===== config.mk =====
export PLATFORM = sky130hd
export DESIGN_NAME = port9_pin_mode_select
export DESIGN_NICKNAME = d
export VERILOG_FILES = /design/src/rtl/port9_pkg.sv /design/src/rtl/port9_pin_route.sv /design/src/rtl/port9_pin_mode_select.sv
export SDC_FILE = /design/constraint.sdc
export NUM_CORES = 1
export LEC_CHECK = 0
export BUFFER_PORTS_ARGS = -buffer_cell sky130_fd_sc_hd__buf_2
export CELL_PAD_IN_SITES_DETAIL_PLACEMENT = 0
export CELL_PAD_IN_SITES_GLOBAL_PLACEMENT = 2
export CORE_MARGIN = 5
export CORE_UTILIZATION = 26
export CTS_BUF_LIST = sky130_fd_sc_hd__clkbuf_4 sky130_fd_sc_hd__clkbuf_8
export DETAILED_ROUTE_END_ITERATION = 12
export PLACE_DENSITY = 0.84
export SYNTH_ARGS = -nofsm -noshare
export SYNTH_HDL_FRONTEND = slang
export SYNTH_HIERARCHICAL = 1
export SYNTH_SLANG_ARGS = --single-unit
export TNS_END_PERCENT = 20

===== constraint.sdc =====
create_clock -name clk_i -period 2.4 [get_ports clk_i]
set_input_delay 0.24 -clock clk_i [delete_from_list [all_inputs] [get_ports clk_i]]
set_output_delay 0.24 -clock clk_i [all_outputs]
set_load 0.01 [all_outputs]

===== src/rtl/port9_pkg.sv =====
// shared constants for the port 9 pin mode select block
package port9_pkg;

	// ==========================================================
	// register map (printed offsets are word indices)
	// ==========================================================
	localparam logic [31:0] MODE_CTRL_INDEX      = 32'hfffff452;
	localparam logic [31:0] MODE_CTRL_HIGH_INDEX = 32'hfffff453;

	// ==========================================================
	// mode register layout
	// ==========================================================
	localparam int          MODE_W          = 16;
	localparam logic [15:0] MODE_RESET      = 16'h0000;
	localparam logic [15:0] MODE_IMPL_MASK  = 16'he3c3;
	localparam logic [31:0] BUS_READ_IDLE   = 32'h0000_0000;

	// pin positions inside the mode register
	localparam int PIN_ASYNC_TX  = 0;
	localparam int PIN_ASYNC_RX  = 1;
	localparam int PIN_TIMER_B   = 6;
	localparam int PIN_CSI_IN    = 7;
	localparam int PIN_CSI_OUT   = 8;
	localparam int PIN_CSI_CLOCK = 9;
	localparam int PIN_IRQ_A     = 13;
	localparam int PIN_IRQ_B     = 14;
	localparam int PIN_IRQ_C     = 15;

	// pin drive defaults after reset: released, driving low level
	localparam logic [15:0] PIN_OE_N_RESET = 16'hffff;
	localparam logic [15:0] PIN_OUT_RESET  = 16'h0000;

endpackage : port9_pkg


===== src/rtl/port9_pin_route.sv =====
// per-pin routing between port logic and alternate peripherals
`timescale 1ns/1ps
`default_nettype none

module port9_pin_route #(
	parameter int PINS = 16
) (
	input  wire logic [PINS-1:0] mode_i,
	input  wire logic [PINS-1:0] pin_in_i,
	input  wire logic [PINS-1:0] port_out_i,
	input  wire logic [PINS-1:0] port_dir_out_i,
	input  wire logic            async_transmit_out_i,
	input  wire logic            csi_serial_out_i,
	input  wire logic            csi_serial_clock_out_i,
	input  wire logic            csi_serial_clock_oe_i,
	input  wire logic            timer_b_output_i,
	output logic      [PINS-1:0] pin_out_o,
	output logic      [PINS-1:0] pin_oe_n_o,
	output logic      [PINS-1:0] port_in_o,
	output logic                 async_receive_in_o,
	output logic                 csi_serial_in_o,
	output logic                 csi_serial_clock_in_o,
	output logic                 timer_b_input_o,
	output logic      [1:0]      key_return_in_o,
	output logic      [2:0]      ext_irq_in_o
);

	if (PINS != port9_pkg::MODE_W)
	begin : g_bad_pins
		$error("port9_pin_route: PINS must equal the mode register width");
	end

	always_comb
	begin
		// port mode by default; unimplemented pins stay released
		pin_out_o  = port_out_i & port9_pkg::MODE_IMPL_MASK;
		pin_oe_n_o = ~(port_dir_out_i & port9_pkg::MODE_IMPL_MASK & ~mode_i);
		port_in_o  = pin_in_i & port9_pkg::MODE_IMPL_MASK & ~mode_i;

		// alternate outputs take the pin whenever their bit is set
		if (mode_i[port9_pkg::PIN_ASYNC_TX])
		begin
			pin_out_o[port9_pkg::PIN_ASYNC_TX]  = async_transmit_out_i;
			pin_oe_n_o[port9_pkg::PIN_ASYNC_TX] = 1'b0;
		end
		if (mode_i[port9_pkg::PIN_TIMER_B])
		begin
			pin_out_o[port9_pkg::PIN_TIMER_B]  = timer_b_output_i;
			pin_oe_n_o[port9_pkg::PIN_TIMER_B] = 1'b0;
		end
		if (mode_i[port9_pkg::PIN_CSI_OUT])
		begin
			pin_out_o[port9_pkg::PIN_CSI_OUT]  = csi_serial_out_i;
			pin_oe_n_o[port9_pkg::PIN_CSI_OUT] = 1'b0;
		end
		// serial clock is two-way: the channel decides who drives
		if (mode_i[port9_pkg::PIN_CSI_CLOCK])
		begin
			pin_out_o[port9_pkg::PIN_CSI_CLOCK]  = csi_serial_clock_out_i;
			pin_oe_n_o[port9_pkg::PIN_CSI_CLOCK] = ~csi_serial_clock_oe_i;
		end
		// alternate inputs see the pin only when selected
		async_receive_in_o    = mode_i[port9_pkg::PIN_ASYNC_RX] & pin_in_i[port9_pkg::PIN_ASYNC_RX];
		csi_serial_in_o       = mode_i[port9_pkg::PIN_CSI_IN] & pin_in_i[port9_pkg::PIN_CSI_IN];
		csi_serial_clock_in_o = mode_i[port9_pkg::PIN_CSI_CLOCK] & pin_in_i[port9_pkg::PIN_CSI_CLOCK];
		ext_irq_in_o          = mode_i[port9_pkg::PIN_IRQ_C:port9_pkg::PIN_IRQ_A]
			& pin_in_i[port9_pkg::PIN_IRQ_C:port9_pkg::PIN_IRQ_A];
		// timer input and key returns share pins with port mode
		timer_b_input_o    = ~mode_i[port9_pkg::PIN_TIMER_B] & pin_in_i[port9_pkg::PIN_TIMER_B];
		key_return_in_o[0] = ~mode_i[port9_pkg::PIN_ASYNC_TX] & pin_in_i[port9_pkg::PIN_ASYNC_TX];
		key_return_in_o[1] = ~mode_i[port9_pkg::PIN_ASYNC_RX] & pin_in_i[port9_pkg::PIN_ASYNC_RX];
	end

endmodule : port9_pin_route

`default_nettype wire


===== src/rtl/port9_pin_mode_select.sv =====
// port 9 mode control register with wishbone slave and pin routing
//
// Chosen here: register access over Wishbone.
`timescale 1ns/1ps
`default_nettype none

module port9_pin_mode_select #(
	parameter int ADDR_W = 8
) (
	input  wire logic              clk_i,
	input  wire logic              rst_i,
	// wishbone classic slave
	input  wire logic              cyc_i,
	input  wire logic              stb_i,
	input  wire logic              we_i,
	input  wire logic [ADDR_W-1:0] adr_i,
	input  wire logic [3:0]        sel_i,
	input  wire logic [31:0]       dat_i,
	output logic      [31:0]       dat_o,
	output logic                   ack_o,
	// port side
	input  wire logic [15:0]       pin_in_i,
	input  wire logic [15:0]       port_out_i,
	input  wire logic [15:0]       port_dir_out_i,
	output logic      [15:0]       pin_out_o,
	output logic      [15:0]       pin_oe_n_o,
	output logic      [15:0]       port_in_o,
	output logic      [15:0]       port9_mode_ctrl_o,
	// peripheral side
	input  wire logic              async_transmit_out_i,
	input  wire logic              csi_serial_out_i,
	input  wire logic              csi_serial_clock_out_i,
	input  wire logic              csi_serial_clock_oe_i,
	input  wire logic              timer_b_output_i,
	output logic                   async_receive_in_o,
	output logic                   csi_serial_in_o,
	output logic                   csi_serial_clock_in_o,
	output logic                   timer_b_input_o,
	output logic      [1:0]        key_return_in_o,
	output logic      [2:0]        ext_irq_in_o
);

	if (ADDR_W < 3 || ADDR_W > 32)
	begin : g_bad_addr
		$error("port9_pin_mode_select: ADDR_W must lie in 3..32");
	end

	// ==========================================================
	// address decode
	// ==========================================================
	function automatic logic word_hit(input logic [ADDR_W-1:0] adr, input logic [31:0] index);
		word_hit = (adr[ADDR_W-1:2] == index[ADDR_W-3:0]);
	endfunction : word_hit

	logic [15:0] port9_mode_ctrl;
	logic [15:0] next_port9_mode_ctrl;
	logic [31:0] next_dat;
	logic        next_ack;
	logic        req;
	logic        hit_full;
	logic        hit_high;

	assign req      = cyc_i & stb_i & ~ack_o;
	assign hit_full = word_hit(adr_i, port9_pkg::MODE_CTRL_INDEX);
	assign hit_high = word_hit(adr_i, port9_pkg::MODE_CTRL_HIGH_INDEX);

	// ==========================================================
	// register and bus answer
	// ==========================================================
	always_comb
	begin
		next_port9_mode_ctrl = port9_mode_ctrl;
		next_dat             = port9_pkg::BUS_READ_IDLE;
		// one wait state, ack held a single cycle
		next_ack             = req;
		if (req && we_i)
		begin
			if (hit_full)
			begin
				// lane 0 is the low view, lane 1 the upper bits
				if (sel_i[0])
					next_port9_mode_ctrl[7:0] = dat_i[7:0];
				if (sel_i[1])
					next_port9_mode_ctrl[15:8] = dat_i[15:8];
			end
			else if (hit_high && sel_i[0])
				next_port9_mode_ctrl[15:8] = dat_i[7:0];
		end
		// unimplemented positions never hold a one
		next_port9_mode_ctrl = next_port9_mode_ctrl & port9_pkg::MODE_IMPL_MASK;
		if (req && !we_i)
		begin
			if (hit_full)
				next_dat = {16'h0000, port9_mode_ctrl};
			else if (hit_high)
				next_dat = {24'h00_0000, port9_mode_ctrl[15:8]};
		end
	end

	always_ff @(posedge clk_i)
	begin
		if (rst_i)
		begin
			port9_mode_ctrl <= port9_pkg::MODE_RESET;
			dat_o           <= port9_pkg::BUS_READ_IDLE;
			ack_o           <= 1'b0;
		end
		else
		begin
			port9_mode_ctrl <= next_port9_mode_ctrl;
			dat_o           <= next_dat;
			ack_o           <= next_ack;
		end
	end

	// ==========================================================
	// pin routing
	// ==========================================================
	logic [15:0] route_pin_out;
	logic [15:0] route_pin_oe_n;
	logic [15:0] route_port_in;
	logic        route_async_rx;
	logic        route_csi_in;
	logic        route_csi_clock_in;
	logic        route_timer_in;
	logic [1:0]  route_key;
	logic [2:0]  route_irq;

	port9_pin_route #(
		.PINS (16)
	) u_route (
		.mode_i                 (port9_mode_ctrl),
		.pin_in_i               (pin_in_i),
		.port_out_i             (port_out_i),
		.port_dir_out_i         (port_dir_out_i),
		.async_transmit_out_i   (async_transmit_out_i),
		.csi_serial_out_i       (csi_serial_out_i),
		.csi_serial_clock_out_i (csi_serial_clock_out_i),
		.csi_serial_clock_oe_i  (csi_serial_clock_oe_i),
		.timer_b_output_i       (timer_b_output_i),
		.pin_out_o              (route_pin_out),
		.pin_oe_n_o             (route_pin_oe_n),
		.port_in_o              (route_port_in),
		.async_receive_in_o     (route_async_rx),
		.csi_serial_in_o        (route_csi_in),
		.csi_serial_clock_in_o  (route_csi_clock_in),
		.timer_b_input_o        (route_timer_in),
		.key_return_in_o        (route_key),
		.ext_irq_in_o           (route_irq)
	);

	// registered so every output leaves a flop; costs one cycle of pin latency
	always_ff @(posedge clk_i)
	begin
		if (rst_i)
		begin
			pin_out_o             <= port9_pkg::PIN_OUT_RESET;
			pin_oe_n_o            <= port9_pkg::PIN_OE_N_RESET;
			port_in_o             <= 16'h0000;
			port9_mode_ctrl_o     <= port9_pkg::MODE_RESET;
			async_receive_in_o    <= 1'b0;
			csi_serial_in_o       <= 1'b0;
			csi_serial_clock_in_o <= 1'b0;
			timer_b_input_o       <= 1'b0;
			key_return_in_o       <= 2'h0;
			ext_irq_in_o          <= 3'h0;
		end
		else
		begin
			pin_out_o             <= route_pin_out;
			pin_oe_n_o            <= route_pin_oe_n;
			port_in_o             <= route_port_in;
			port9_mode_ctrl_o     <= port9_mode_ctrl;
			async_receive_in_o    <= route_async_rx;
			csi_serial_in_o       <= route_csi_in;
			csi_serial_clock_in_o <= route_csi_clock_in;
			timer_b_input_o       <= route_timer_in;
			key_return_in_o       <= route_key;
			ext_irq_in_o          <= route_irq;
		end
	end

	// ==========================================================
	// checks
	// ==========================================================
	a_high_alias_write: assert property (@(posedge clk_i) disable iff (rst_i)
		req && we_i && hit_high && !hit_full && sel_i[0]
		|=> port9_mode_ctrl[15:8] == ($past(dat_i[7:0]) & port9_pkg::MODE_IMPL_MASK[15:8]))
		else $error("high alias write did not reach bits 15..8");

	a_high_alias_read: assert property (@(posedge clk_i) disable iff (rst_i)
		req && !we_i && hit_high && !hit_full
		|=> ack_o && dat_o == {24'h00_0000, $past(port9_mode_ctrl[15:8])})
		else $error("high alias read returned wrong data");

	a_halfword_access: assert property (@(posedge clk_i) disable iff (rst_i)
		req && we_i && hit_full && sel_i[1:0] == 2'h3
		|=> port9_mode_ctrl == ($past(dat_i[15:0]) & port9_pkg::MODE_IMPL_MASK)
		##1 !ack_o)
		else $error("halfword write or ack length wrong");

	a_low_byte_only: assert property (@(posedge clk_i) disable iff (rst_i)
		req && we_i && hit_full && sel_i[1:0] == 2'h1
		|=> port9_mode_ctrl[15:8] == $past(port9_mode_ctrl[15:8])
		&& port9_mode_ctrl[7:0] == ($past(dat_i[7:0]) & port9_pkg::MODE_IMPL_MASK[7:0]))
		else $error("low byte write disturbed the high byte");

	a_tx_pin_select: assert property (@(posedge clk_i) disable iff (rst_i)
		!$past(rst_i) && $past(port9_mode_ctrl[port9_pkg::PIN_ASYNC_TX])
		|-> !pin_oe_n_o[port9_pkg::PIN_ASYNC_TX]
		&& pin_out_o[port9_pkg::PIN_ASYNC_TX] == $past(async_transmit_out_i))
		else $error("transmit output not on pin 0");

	a_port_mode_pin: assert property (@(posedge clk_i) disable iff (rst_i)
		!$past(rst_i) && !$past(port9_mode_ctrl[port9_pkg::PIN_CSI_OUT])
		|-> pin_oe_n_o[port9_pkg::PIN_CSI_OUT] == !$past(port_dir_out_i[port9_pkg::PIN_CSI_OUT]))
		else $error("pin 8 in port mode not following direction");

	a_csi_out_pin: assert property (@(posedge clk_i) disable iff (rst_i)
		!$past(rst_i) && $past(port9_mode_ctrl[port9_pkg::PIN_CSI_OUT])
		|-> !pin_oe_n_o[port9_pkg::PIN_CSI_OUT]
		&& pin_out_o[port9_pkg::PIN_CSI_OUT] == $past(csi_serial_out_i))
		else $error("serial output not on pin 8");

	a_irq_gating: assert property (@(posedge clk_i) disable iff (rst_i)
		!$past(rst_i)
		|-> ext_irq_in_o == ($past(port9_mode_ctrl[15:13]) & $past(pin_in_i[15:13])))
		else $error("interrupt inputs not gated by mode bits");

	a_reserved_zero: assert property (@(posedge clk_i) disable iff (rst_i)
		(port9_mode_ctrl & ~port9_pkg::MODE_IMPL_MASK) == 16'h0000
		&& (!ack_o || (dat_o[31:16] == 16'h0000)))
		else $error("reserved mode bits not zero");

endmodule : port9_pin_mode_select

`default_nettype wire


==> flow_summary.toml <==
[outcome]
status = "finished clean"

[min_path]
hp-start = "port_out_i[1]"
min_path_type = "input port to flip-flop"
holdPathStages = 2

[timing]
max_slew.worst_pin.slew_ps = 677
max_freq_mhz = 751
final.min_clock_period_ps = 1330
period_share_pct = 55.5
rsz0062_at_grt = "false"
setup_viol = 0
whs_ps = 94.7
fin_setup_tns_ps = 0
maxSlewHeadroom_pct = 54.9
fin_skew_ps = 16.0
finalHoldViolCount = 0
final-max-slew-violation-count = 0

[worst_setup_path]
path_cells = "and4bb_2 -> nand3_2 -> nor3b_1"
critPathBufInv = 0
critPathMaxStageDelay_ps = 390
arrival_ps = 1600
cp-end-kind = "flip-flop"
path_class = "flip-flop to flip-flop"
cp_max_fo = 10
cpLargestDelayFamily = "simple AND/OR/NAND/NOR gates"
startpoint = "ack_o"
slowest_stage = "and4bb_2"
r2r_cells = 3
cp.depth = 3
crit_required_ps = 2670
regToRegStartpoint = "ack_o"
critPathLaunchType = "flip-flop"

[floorplanning]
fp.dieH_microns = 122
dieArea_sq_mm = 0.0148
rows = 40
core_sq_mm = 0.0121
io_pins = 208
initial_core_util_pct = 26.8
fp.dieW_microns = 122

[synthesis]
synth_cell_type_count = 25
yosysTopAreaCell = "dfxtp_1"
syn-cell-area_sq_mm = 0.00325
synth_top_cells_by_area = "dfxtp_1 53%, buf_4 13%, nor2b_1 11%"
avgSynthCellArea_sq_um = 10.7
yosysSeqAreaShare_pct = 53.0
synth_top_area_share_pct = 53.0
synth_cells = 304
synth-seq-cells = 86
yosys_warnings = 6

[layout]
syn_to_final_growth_pct = 24.6
multi_input_comb_area_sq_mm = 0.00123
insertedDiodeCount = 0
fin_area_sq_mm = 0.00405
most-common-layout-cells = "131 x buf_2, 86 x dfxtp_1, 57 x nor2b_1"
layout_commonest_cell = "buf_2"
num-fill-cells = 1291
register_area_sq_mm = 0.00172
drive_gt1_share_pct = 42.9
nNetsFinal = 528
final_cells = 599

[global_routing]
grt_antenna_before_repair = 0
grt_pass1_vias = 2208
grt_pass1_wl_mm = 11.2
track_usage_pct = 10.0
gr-total-overflow = 0
grt_max_degree = 40

[place]
dpl_cell_area_sq_mm = 0.00382
gp_congestion = 0.675
place_inst = 583
port_buffers = 131
dp_hpwl_mm = 5.53

[clocking]
cts_resized = 0
root_buffer = "clkbuf_8"
cts_setup_buffers = 0
htreeDepth = 3
hold_buffers = 0
cts_tree = "done"
cts_made_buffers = 9
clk_pin_slew_worst_paths_ps = 90
cts_max_path_buffers = 2
clkSinkCount = 86
clk_latency_ps = 360

[drt]
wire_per_inst_microns = 12.1
wirelength_mm = 7.27
via_per_inst = 3.58
drtPass1Iterations = 3
drc = 0
ant_nets = 0
vias = 2147
drtIter0Drc = 86

[run]
cap_viol_max_count = 0

[pwr]
power.total_w = 0.00286
ir_drop_mv = 0.184
p_per_area_mw_per_mm2 = 706
p_leak_nw = 1.95
## power breakdown
part	internal, W	switching, W
Combinational	0.000106	0.000127
Clock	0.000626	0.000520
Sequential	0.00147	0.00000955
## metal layers
layer  wire (microns)  track usage [%]
met1             3330             12.9
met3              597             1.81
met4              184             6.16
met5                0                0
met2             3160             15.7
## synth_stat cells
cell / n
a21oi_1: 5
and2_1: 5
and2_2: 1
and2b_1: 6
and2b_2: 1
and4bb_2: 2
buf_2: 3
buf_4: 58
clkbuf_1: 7
conb_1: 3
dfxtp_1: 86
mux2_2: 13
mux2_4: 1
mux2i_1: 5
nand2_1: 2
nand2b_1: 5
nand3_1: 5
nand3_2: 1
nand3b_1: 5
nand4_4: 2
nor2_1: 9
nor2b_1: 57
nor3_1: 1
nor3b_1: 5
or2_2: 16
## kinds of logic (layout without fill, tap and decap cells)
kind of cell | count (synthesis) | count (layout) | share of synthesized area (%)
AO/OA/AOI/OAI | 5 | 5 | 0.770
AND/OR/NAND/NOR | 123 | 123 | 24.7
other | 3 | 50 | 0.346
flip-flops | 86 | 86 | 53.0
buffers and inverters | 68 | 148 | 14.7
multiplexers | 19 | 19 | 6.50
## area by class of cell
cell class / count / area share, %
clock buffer: 11 / 3.58
timing repair buffer: 132 / 16.4
tap: 168 / 5.19
multi-input combinational: 197 / 30.3
clock inverter: 5 / 2.04
sequential: 86 / 42.5
## flip-flops by register name, summed over array words and instances (netlist names)
register               cells
ext_irq_in_o               3
port_in_o                 16
async_receive_in_o         1
dat_o                     10
port9_mode_ctrl_o          9
ack_o                      1
csi_serial_clock_in_o      1
csi_serial_in_o            1
port9_mode_ctrl            9
pin_out_o                 16
key_return_in_o            2
timer_b_input_o            1
pin_oe_n_o                16
## path summary, 6_finish.rpt
check	to	slack, ps
setup / recovery	dat_o[9]	1070
hold / removal	pin_out_o[1]	90
setup reg to reg	dat_o[9]	1070
hold reg to reg	ack_o	440
## metrics by stage
step                      setup slack [ps]  utilization [%]
after global routing                   926             33.5
final                                 1070             33.5
after floorplan                       1150                -
after detailed placement               752             31.6
after global placement                 744             31.6
after CTS                             1010             33.5
Note: power is estimated with default switching activity, not from simulation.
